### config.mk
export PLATFORM = sky130hd
export DESIGN_NAME = pcm_alt_mux
export DESIGN_NICKNAME = d
export VERILOG_FILES = /design/src/core/pcm_pkg.sv /design/src/core/pcm_alt_mux.sv /design/src/core/pcm_port_regs.sv
export SDC_FILE = /design/constraint.sdc
export NUM_CORES = 1
export LEC_CHECK = 0
export BUFFER_PORTS_ARGS = -buffer_cell sky130_fd_sc_hd__buf_2
export CORE_MARGIN = 4
export CORE_UTILIZATION = 50
export CTS_CLUSTER_SIZE = 12
export DETAILED_ROUTE_END_ITERATION = 12
export PLACE_DENSITY = 0.84
export SYNTH_ARGS = -nofsm -noshare
export SYNTH_HDL_FRONTEND = slang
export SYNTH_SLANG_ARGS = --single-unit
### constraint.sdc
create_clock -name clk_sys_in -period 1.1 [get_ports clk_sys_in]
set_clock_uncertainty 0.15 [all_clocks]
set_input_delay 0 -clock clk_sys_in [delete_from_list [all_inputs] [get_ports clk_sys_in]]
set_output_delay 0 -clock clk_sys_in [all_outputs]
set_load 0.05 [all_outputs]
### src/core/pcm_pkg.sv
package pcm_pkg;

  // Port subregister codes written to the port address register.
  localparam logic [7:0] PCM_SUB_AF   = 8'h02;
  localparam logic [7:0] PCM_SUB_SET_LOW  = 8'h07;
  localparam logic [7:0] PCM_SUB_SET_HIGH = 8'h08;

  // Port E pins that carry the timer-four functions and the I2C functions.
  localparam logic [7:0] PCM_E_TIMER_PINS = 8'h79;
  localparam logic [7:0] PCM_E_I2C_PINS   = 8'h06;

  localparam logic [7:0] PCM_RST_BYTE = 8'h00;

  // Port identifiers for the control-port access.
  localparam logic [2:0] PCM_PORT_A = 3'h0;
  localparam logic [2:0] PCM_PORT_B = 3'h1;
  localparam logic [2:0] PCM_PORT_C = 3'h2;
  localparam logic [2:0] PCM_PORT_D = 3'h3;
  localparam logic [2:0] PCM_PORT_E = 3'h4;

  // Pin route codes presented to the pad logic.
  typedef enum logic [3:0] {
    PCM_RT_GPIO,
    PCM_RT_RESERVED,
    PCM_RT_ANALOG_LED,
    PCM_RT_LED,
    PCM_RT_SPI_SS,
    PCM_RT_SPI_MISO,
    PCM_RT_SPI_MOSI,
    PCM_RT_SPI_SCK,
    PCM_RT_TIMER_TWO_IN,
    PCM_RT_TIMER_TWO_OUT,
    PCM_RT_SINGLE
  } pcm_route_e;

  // Control-port write request.
  typedef struct packed {
    logic       wr;
    logic [2:0] port;
    logic [7:0] sub;
    logic [7:0] data;
  } pcm_wr_s;

  // Per-port configuration read-back.
  typedef struct packed {
    logic [7:0] af_en;
    logic [7:0] set_low;
    logic [7:0] set_high;
  } pcm_cfg_s;

endpackage

### src/core/pcm_alt_mux.sv
`timescale 1ns/1ps
// Notes on behaviour
// - Port C pins 0-1: select clear is reserved; set gives analog or LED.
// - Port C pin 2: select clear is SPI slave select; set gives analog or LED.
// - Port C pins 3-5: clear gives SPI MISO, MOSI, SCK; set gives LED.
// - Port C pins 6-7: clear gives timer-two in/out; set gives LED.
// - Port D pins each carry one fixed peripheral function.
// - Second set register exists and reads back but never steers routing.
// - Selected function applies only while the pin's enable is set.
// - Ports D and E have no set registers.
// - On D and E the enable alone connects the single function.
// - Timer-four functions exist only in the larger package, else reserved.
// - Enable at subregister 02h, first set at 07h, second at 08h.
module pcm_alt_mux #(
  parameter bit LARGE_PACKAGE = 1'b1
) (
  input  wire logic              clk_sys_in,
  input  wire logic              rst_n_in,
  input  wire pcm_pkg::pcm_wr_s  wr_in,
  output pcm_pkg::pcm_cfg_s      cfg_c_out,
  output logic [7:0]             cfg_d_en_out,
  output logic [7:0]             cfg_e_en_out,
  output pcm_pkg::pcm_route_e    route_c_out [8],
  output logic [7:0]             alt_d_out,
  output logic [7:0]             alt_e_out
);
  import pcm_pkg::*;

  ////////////////////////////////////////////////////////////////////////////
  // Subregisters; ports A and B sit outside this block.

  pcm_cfg_s c_cfg;
  pcm_cfg_s d_cfg;
  pcm_cfg_s e_cfg;

  pcm_port_regs #(.HAS_SET(1'b1)) u_port_c (
    .clk_sys_in (clk_sys_in),
    .rst_n_in   (rst_n_in),
    .sel_in     (wr_in.port == PCM_PORT_C),
    .wr_in      (wr_in),
    .cfg_out    (c_cfg)
  );

  pcm_port_regs #(.HAS_SET(1'b0)) u_port_d (
    .clk_sys_in (clk_sys_in),
    .rst_n_in   (rst_n_in),
    .sel_in     (wr_in.port == PCM_PORT_D),
    .wr_in      (wr_in),
    .cfg_out    (d_cfg)
  );

  pcm_port_regs #(.HAS_SET(1'b0)) u_port_e (
    .clk_sys_in (clk_sys_in),
    .rst_n_in   (rst_n_in),
    .sel_in     (wr_in.port == PCM_PORT_E),
    .wr_in      (wr_in),
    .cfg_out    (e_cfg)
  );

  ////////////////////////////////////////////////////////////////////////////
  // Port C route decode; the high set register is deliberately not read.

  function automatic pcm_route_e route_c(input logic [2:0] pin, input logic en, input logic sel);
    pcm_route_e r;
    r = PCM_RT_GPIO;
    if (en) begin
      unique case (pin)
        3'h0, 3'h1: r = sel ? PCM_RT_ANALOG_LED : PCM_RT_RESERVED;
        3'h2:       r = sel ? PCM_RT_ANALOG_LED : PCM_RT_SPI_SS;
        3'h3:       r = sel ? PCM_RT_LED : PCM_RT_SPI_MISO;
        3'h4:       r = sel ? PCM_RT_LED : PCM_RT_SPI_MOSI;
        3'h5:       r = sel ? PCM_RT_LED : PCM_RT_SPI_SCK;
        3'h6:       r = sel ? PCM_RT_LED : PCM_RT_TIMER_TWO_IN;
        3'h7:       r = sel ? PCM_RT_LED : PCM_RT_TIMER_TWO_OUT;
      endcase
    end
    return r;
  endfunction

  pcm_route_e route_c_d [8];

  for (genvar i = 0; i < 8; i++) begin : g_c
    assign route_c_d[i] = route_c(3'(i), c_cfg.af_en[i], c_cfg.set_low[i]);
  end

  // Timer-four pins of Port E are reserved on the small package.
  wire [7:0] e_avail = LARGE_PACKAGE ? (PCM_E_TIMER_PINS | PCM_E_I2C_PINS) : PCM_E_I2C_PINS;

  wire [7:0] alt_d_d = d_cfg.af_en;
  wire [7:0] alt_e_d = e_cfg.af_en & e_avail;

  ////////////////////////////////////////////////////////////////////////////
  // Registered outputs.

  always_ff @(posedge clk_sys_in or negedge rst_n_in) begin
    if (!rst_n_in) begin
      for (int i = 0; i < 8; i++) begin
        route_c_out[i] <= PCM_RT_GPIO;
      end
      alt_d_out    <= PCM_RST_BYTE;
      alt_e_out    <= PCM_RST_BYTE;
      cfg_c_out    <= '0;
      cfg_d_en_out <= PCM_RST_BYTE;
      cfg_e_en_out <= PCM_RST_BYTE;
    end else begin
      for (int i = 0; i < 8; i++) begin
        route_c_out[i] <= route_c_d[i];
      end
      alt_d_out    <= alt_d_d;
      alt_e_out    <= alt_e_d;
      cfg_c_out    <= c_cfg;
      cfg_d_en_out <= d_cfg.af_en;
      cfg_e_en_out <= e_cfg.af_en;
    end
  end

  ////////////////////////////////////////////////////////////////////////////
  // Checks.

  property p_c_disabled;
    @(posedge clk_sys_in) disable iff (!rst_n_in)
    !c_cfg.af_en[3] |=> route_c_out[3] == PCM_RT_GPIO;
  endproperty
  a_c_disabled: assert property (p_c_disabled) else $error("Port C pin routed while disabled.");

  property p_c0_res;
    @(posedge clk_sys_in) disable iff (!rst_n_in)
    c_cfg.af_en[0] && !c_cfg.set_low[0] |=> route_c_out[0] == PCM_RT_RESERVED;
  endproperty
  a_c0_res: assert property (p_c0_res) else $error("Port C pin 0 not reserved.");

  property p_c2_ss;
    @(posedge clk_sys_in) disable iff (!rst_n_in)
    c_cfg.af_en[2] && !c_cfg.set_low[2] |=> route_c_out[2] == PCM_RT_SPI_SS;
  endproperty
  a_c2_ss: assert property (p_c2_ss) else $error("Port C pin 2 not slave select.");

  property p_c5_led;
    @(posedge clk_sys_in) disable iff (!rst_n_in)
    c_cfg.af_en[5] && c_cfg.set_low[5] |=> route_c_out[5] == PCM_RT_LED;
  endproperty
  a_c5_led: assert property (p_c5_led) else $error("Port C pin 5 not LED.");

  property p_c7_t2;
    @(posedge clk_sys_in) disable iff (!rst_n_in)
    c_cfg.af_en[7] && !c_cfg.set_low[7] |=> route_c_out[7] == PCM_RT_TIMER_TWO_OUT;
  endproperty
  a_c7_t2: assert property (p_c7_t2) else $error("Port C pin 7 not timer output.");

  property p_set_high_inert;
    @(posedge clk_sys_in) disable iff (!rst_n_in)
    $stable(c_cfg.af_en) && $stable(c_cfg.set_low) ##1 $stable(c_cfg.af_en) && $stable(c_cfg.set_low)
      |-> $stable(route_c_out[6]);
  endproperty
  a_set_high_inert: assert property (p_set_high_inert) else $error("Route moved without cause.");

  property p_d_direct;
    @(posedge clk_sys_in) disable iff (!rst_n_in)
    1'b1 |=> alt_d_out == $past(d_cfg.af_en);
  endproperty
  a_d_direct: assert property (p_d_direct) else $error("Port D function not following enable.");

  property p_de_noset;
    @(posedge clk_sys_in) disable iff (!rst_n_in)
    {d_cfg.set_low, d_cfg.set_high, e_cfg.set_low, e_cfg.set_high} == 32'h00000000;
  endproperty
  a_de_noset: assert property (p_de_noset) else $error("Port D or E set register holds data.");

  property p_e_small;
    @(posedge clk_sys_in) disable iff (!rst_n_in)
    !LARGE_PACKAGE |=> (alt_e_out & PCM_E_TIMER_PINS) == 8'h00;
  endproperty
  a_e_small: assert property (p_e_small) else $error("Timer-four pin active on small package.");

  property p_e_i2c;
    @(posedge clk_sys_in) disable iff (!rst_n_in)
    e_cfg.af_en[1] |=> alt_e_out[1];
  endproperty
  a_e_i2c: assert property (p_e_i2c) else $error("I2C clock pin not connected.");

  property p_af_write;
    @(posedge clk_sys_in) disable iff (!rst_n_in)
    wr_in.wr && wr_in.port == PCM_PORT_D && wr_in.sub == PCM_SUB_AF |=> d_cfg.af_en == $past(wr_in.data);
  endproperty
  a_af_write: assert property (p_af_write) else $error("Enable subregister write lost.");

  property p_c1_res;
    @(posedge clk_sys_in) disable iff (!rst_n_in)
    c_cfg.af_en[1] && !c_cfg.set_low[1] |=> route_c_out[1] == PCM_RT_RESERVED;
  endproperty
  a_c1_res: assert property (p_c1_res) else $error("Port C pin 1 not reserved.");

  property p_c0_analog;
    @(posedge clk_sys_in) disable iff (!rst_n_in)
    c_cfg.af_en[0] && c_cfg.set_low[0] |=> route_c_out[0] == PCM_RT_ANALOG_LED;
  endproperty
  a_c0_analog: assert property (p_c0_analog) else $error("Port C pin 0 not analog or LED.");

  property p_c3_miso;
    @(posedge clk_sys_in) disable iff (!rst_n_in)
    c_cfg.af_en[3] && !c_cfg.set_low[3] |=> route_c_out[3] == PCM_RT_SPI_MISO;
  endproperty
  a_c3_miso: assert property (p_c3_miso) else $error("Port C pin 3 not SPI data in.");

  property p_c6_timer_two_input;
    @(posedge clk_sys_in) disable iff (!rst_n_in)
    c_cfg.af_en[6] && !c_cfg.set_low[6] |=> route_c_out[6] == PCM_RT_TIMER_TWO_IN;
  endproperty
  a_c6_timer_two_input: assert property (p_c6_timer_two_input) else $error("Port C pin 6 not timer input.");

  property p_c7_off;
    @(posedge clk_sys_in) disable iff (!rst_n_in)
    !c_cfg.af_en[7] |=> route_c_out[7] == PCM_RT_GPIO;
  endproperty
  a_c7_off: assert property (p_c7_off) else $error("Port C pin 7 routed while disabled.");

  property p_e_large;
    @(posedge clk_sys_in) disable iff (!rst_n_in)
    LARGE_PACKAGE |=> alt_e_out == ($past(e_cfg.af_en) & (PCM_E_TIMER_PINS | PCM_E_I2C_PINS));
  endproperty
  a_e_large: assert property (p_e_large) else $error("Port E function not following enable.");

  property p_d_bad_sub;
    @(posedge clk_sys_in) disable iff (!rst_n_in)
    wr_in.wr && wr_in.port == PCM_PORT_D && wr_in.sub != PCM_SUB_AF |=> $stable(d_cfg.af_en);
  endproperty
  a_d_bad_sub: assert property (p_d_bad_sub) else $error("Port D enable hit by other subregister.");

  property p_c_cfg_echo;
    @(posedge clk_sys_in) disable iff (!rst_n_in)
    1'b1 |=> cfg_c_out == $past(c_cfg);
  endproperty
  a_c_cfg_echo: assert property (p_c_cfg_echo) else $error("Port C read-back lost.");

endmodule

### src/core/pcm_port_regs.sv
`timescale 1ns/1ps
// One port's enable and set subregisters.
module pcm_port_regs #(
  parameter bit HAS_SET = 1'b1
) (
  input  wire logic             clk_sys_in,
  input  wire logic             rst_n_in,
  input  wire logic             sel_in,
  input  wire pcm_pkg::pcm_wr_s wr_in,
  output pcm_pkg::pcm_cfg_s     cfg_out
);
  import pcm_pkg::*;

  wire wr_af   = sel_in && wr_in.wr && (wr_in.sub == PCM_SUB_AF);
  wire wr_set1 = sel_in && wr_in.wr && (wr_in.sub == PCM_SUB_SET_LOW) && HAS_SET;
  wire wr_set2 = sel_in && wr_in.wr && (wr_in.sub == PCM_SUB_SET_HIGH) && HAS_SET;

  logic [7:0] af_q;
  logic [7:0] s1_q;
  logic [7:0] s2_q;

  always_ff @(posedge clk_sys_in or negedge rst_n_in) begin
    if (!rst_n_in) begin
      af_q <= PCM_RST_BYTE;
      s1_q <= PCM_RST_BYTE;
      s2_q <= PCM_RST_BYTE;
    end else begin
      if (wr_af) begin
        af_q <= wr_in.data;
      end
      if (wr_set1) begin
        s1_q <= wr_in.data;
      end
      if (wr_set2) begin
        s2_q <= wr_in.data;
      end
    end
  end

  // Ports without set registers read them as zero.
  assign cfg_out = '{af_en: af_q, set_low: s1_q, set_high: s2_q};

endmodule

## After elaboration in Yosys (flattened, before gate mapping)

Index checks and enable logic that the tools add are counted.

| word-level totals | value |
|---|---|
| register bits after elaboration | 117 |
| logic and storage cells | 49 |
| output and inout port bits | 88 |
| bits of input ports | 22 |

| operators by class | value |
|---|---|
| reductions and logical operators | 8 |
| equal/unequal tests | 6 |
| muxes and demuxes | 16 |

Operators with widths:

| cell | count |
|---|---|
| $mux W3 | 8 |
| $mux W4 | 4 |
| $eq A8 B2 Y1 const B | 1 |
| $eq A8 B3 Y1 const B | 1 |
| $eq A8 B4 Y1 const B | 1 |
| $logic_and A1 B1 Y1 | 8 |
| $mux W2 | 4 |
| $eq A3 B2 Y1 const B | 2 |
| $eq A3 B3 Y1 const B | 1 |

## Logic depth before layout (Yosys ltp)

| depth | value |
|---|---|
| word-level depth | 3 |
| mapped depth | 4 |
| mapped depth without buffers | 3 |

## Hierarchy

Synthesis repeated with hierarchy kept, for this count alone.

| second synthesis, totals | value |
|---|---|
| cell total of the unflattened synthesis | 236 |
| area total of the unflattened synthesis | 3707.3 um^2 |

Modules (own cells, without submodules):

| module | area each (um^2) | instances | cells each |
|---|---|---|---|
| pcm_alt_mux | 1746.7 | 1 | 107 |
| pcm_port_regs (u_port_c) | 994.7 | 1 | 57 |
| pcm_port_regs (u_port_d ...) | 483.0 | 2 | 36 |

## Worst setup path after synthesis

No wires, ideal clock.

| timing path | value |
|---|---|
| path kind | input -> register |
| start | input wr_in[13] (netlist name) |
| end | register u_port_e.af_q[0] |
| stages | 4 |
| data required time | 0.825 ns |
| arrival | 1.119 ns |
| path slack | -0.294 ns |
| cells stage by stage | nor4_4 > and4_2 > buf_6 > mux2_2 |

| on the way | value |
|---|---|
| word-level cells in the longest chain between the ends | 2 |

RTL lines:

| element | line | source |
|---|---|---|
| start: declaration | pcm_alt_mux.sv:19 | `input wire pcm_pkg::pcm_wr_s wr_in,` |
| $eq A8 B2 Y1 | pcm_port_regs.sv:14 | `wire wr_af = sel_in && wr_in.wr && (wr_in.sub == PCM_SUB_AF);` |
| $logic_and A1 B1 Y1 | pcm_port_regs.sv:14 |  |
| end signal: assignment | pcm_port_regs.sv:29 | `af_q <= wr_in.data;` |
| end: declaration | pcm_port_regs.sv:18 | `logic [7:0] af_q;` |

No other way between the ends.
A chain may end at the register's enable or synchronous reset.

## Worst setup path after layout

| timing path | value |
|---|---|
| start | input wr_in[16] (netlist name) |
| end | register u_port_c.s2_q[4] |

| on the way | value |
|---|---|
| word-level cells in the longest chain between the ends | 3 |

RTL lines:

| element | line | source |
|---|---|---|
| $eq A3 B2 Y1 | pcm_alt_mux.sv:39 | `.sel_in (wr_in.port == PCM_PORT_C),` |
| $logic_and A1 B1 Y1 (2 in a row) | pcm_port_regs.sv:16 | `wire wr_set2 = sel_in && wr_in.wr && (wr_in.sub == PCM_SUB_SET_HIGH) && HAS_SET;` |
| end signal: assignment | pcm_port_regs.sv:35 | `s2_q <= wr_in.data;` |
| end: declaration | pcm_port_regs.sv:20 | `logic [7:0] s2_q;` |

No other way between the ends.

==> reports/summary.txt <==
Hold Crit Class - in2async
layout net count - 325
RSZ-0062 raised after global routing - yes
CP arrival - 1.24 ns
PwrDens - 1443 nW/µm²
Non-Filler Instances - 385
Slew @ Worst Pin - 0.5596 ns
Comb pwr share - 0.065
final hold vios - 20
Seq/Total Area, Yosys - 0.7135
synth top area cells - dfrtp_1 71%, mux2_2 14%, buf_4 7.4%, nand4_2 1.5%, nor2b_1 1.5%
Fmax - 867.8 MHz
Die H - 89.63 µm
final setup vio count - 30
most common cell after layout, fill and taps aside - dfrtp_1
vias per cell - 4.782
antenna fix cells - 0
cell taking the most area after synthesis - dfrtp_1
Post-CTS Hold Fix Bufs - 9
largest net degree at the start of global routing - 41
Max stage delay on crit path - 0.49 ns
DRC Markers - 0
GR Util All Layers - 0.1550
outcome - complete, but fails checks
Worst-path clk slew - 0.09 ns
clock sinks - 95
Inst Count DP - 359
Sw Ratio - 0.2232
Syn. warnings - 0
first-pass GRT wire length - 9087 µm
CP Max Fanout - 5
dpl hpwl - 4117 µm
Distinct cells, synth - 17
Post-Syn Instances - 198
CTS tree - yes
Clk pwr share - 0.405
routability congestion estimate - 0.6724
Multi-input gate area - 818.3 µm²
Tcrit/Tclk final - 1.048
antenna viol nets, final - 0
I/O pins - 110
chip width - 89.63 µm
sw power - 1.485 mW
Cell Int Power - 5.169 mW
Final Total Pwr - 6.654 mW
total grt overflow - 0
Crit. End Element - flip-flop
layout cells sized above 1 - 0.5617
worst-path cell chain - buf_2 > nor3b_2 > nand4_4 > buf_6 > mux2_4
vias after detailed routing - 1841
worst hold slack - -0.07866 ns
Mapped Area - 3332 µm²
Leak - 2.495 nW
synthesis-stage register bit count - 95
Filler cells - 430
antenna violations before repair - 0
PortBufs - 97
critical path class - in2reg
Synth top area share - 0.7135
clock root buffer - clkbuf_8
commonest non-fill, non-tap cells in the layout - 95 x dfrtp_1, 48 x buf_6, 35 x buf_4
Seq. cell area - 2377 µm²
pins over their slew limit - 0
Core Box Area - 6422 µm²
final worst setup slack - -0.05231 ns
Worst EP required - 1.19 ns
Flop pwr share - 0.531
Cell Rows - 29
clk_lat worst skew - 0.35 ns
CTS H-Tree Depth - 3
Max-Cap Viols - 0
failing checks - negative hold slack, negative setup slack
Clock Path Buffers - 2
DRT Pass-1 Iters - 2
slowest cell on the critical path - nor3b_2
Peak VDD IR - 0.7871 mV
routed len/inst - 16.56 µm
max_slew headroom - 0.6253
average size of a mapped cell - 16.83 µm²
initial core utilization - 0.5188
die area - 8034 µm²
vias in the first global route - 1843
CTS Buf Count - 9
Initial DRC Count - 39
Worst setup SP type - primary input
fin crit period - 1.152 ns
area grow syn2layout - 38.38%
total routed wirelength - 6374 µm
cells by family (layout without fill, tap and decap cells):
group,Yosys count,in the layout,share of synthesized area
AND/OR/NAND/NOR,27,27,0.07135
other,1,12,0.001125
buffers and inverters,35,134,0.07886
flip-flops,95,95,0.7135
multiplexers,40,40,0.1352
worst max-delay path: cells and delay by family:
kind          cells  cell delay (ns)
simple gates      2             0.66
mux               1             0.29
buf+inv           2             0.28
routing by layer:
metal	global-route usage	part of all wire	wire [µm]
met1	0.1883	0.39	2459
met4	0.05413	0.012	76
met3	0.04380	0.064	407
met5	0	0	0
met2	0.2653	0.54	3431
flip-flops by register name, indices dropped and copies added, names as in the netlist:
register	count
cfg_c_out	21
route_c_out	18
alt_d_out	8
cfg_e_en_out	8
u_port_c.af_q	8
u_port_c.s1_q	8
u_port_c.s2_q	8
u_port_d.af_q	8
u_port_e.af_q	8
power groups by stage:
stage	Clock [mW]	Combinational (mW)	Sequential, mW
CTS	2.76	0.405	3.53
global route	2.92	0.467	3.53
detailed placement	0	0.369	3.60
floorplan	0	0.186	3.65
finish	2.69	0.429	3.53
global placement	0	0.362	3.60
timing repair:
action | in CTS | in global routing
hold endpoints to repair | 135 | 20
cloned | 0 | 0
resized for setup | 50 | 108
setup buffers | 1 | 0
pin swaps | 1 | 1
endpoints found under the setup margin | 76 | 107
worst paths after layout:
path | from | to | slack (ns) | cells past startpoint
worst min register to register | u_port_d.af_q[3] | alt_d_out[3] | 0.23 | 0
worst max-delay path | wr_in[16] | u_port_c.s2_q[4] | -0.05 | 5
worst min-delay path | rst_n_in | route_c_out[0] | -0.08 | 2
worst max register to register | u_port_c.af_q[6] | u_port_c.af_q[6] | 0.14 | 1
min in group clk_sys_in | wr_in[9] | u_port_c.s2_q[5] | 0.06 | 5
max in group asynchronous | rst_n_in | cfg_c_out[5] | 0.38 | 3
cell type report:
cell class                      instances  share of cell area
Sequential cell                        95              0.5156
Timing Repair Buffer                  118              0.2334
Multi-Input combinational cell         79              0.1775
Clock buffer                           10             0.02768
Clock inverter                          6             0.02497
Tap cell                               77             0.02090
stage by stage:
| stage | setup TNS [ns] | worst slack [ns] | utilization | area (µm²) | hold slack, ns |
|---|---|---|---|---|---|
| floorplan | -7.912 | -0.2775 | - | 3408 | -0.4456 |
| global placement | -13.13 | -0.3684 | 0.5989 | 3846 | -0.2485 |
| detailed placement | -14.10 | -0.4053 | 0.5989 | 3846 | -0.2444 |
| CTS | -0.5134 | -0.03449 | 0.6729 | 4322 | -0.08579 |
| global route | -1.751 | -0.07184 | 0.7179 | 4611 | -0.05157 |
| finish | -0.6752 | -0.05231 | 0.7179 | 4611 | -0.07866 |
synth_stat cells:
cell and number:
buf_4 33, dfrtp_1 95, and4_2 1, buf_6 1
and4b_1 1, nor3b_1 1, nand4_2 4, nor4b_2 1
nor4_4 1, nor2b_1 8, and2_1 7, conb_1 1
buf_1 1, and3b_1 1, mux2_2 40, nor4b_1 1
nor3b_2 1
Power figures use the tool's default switching activity.
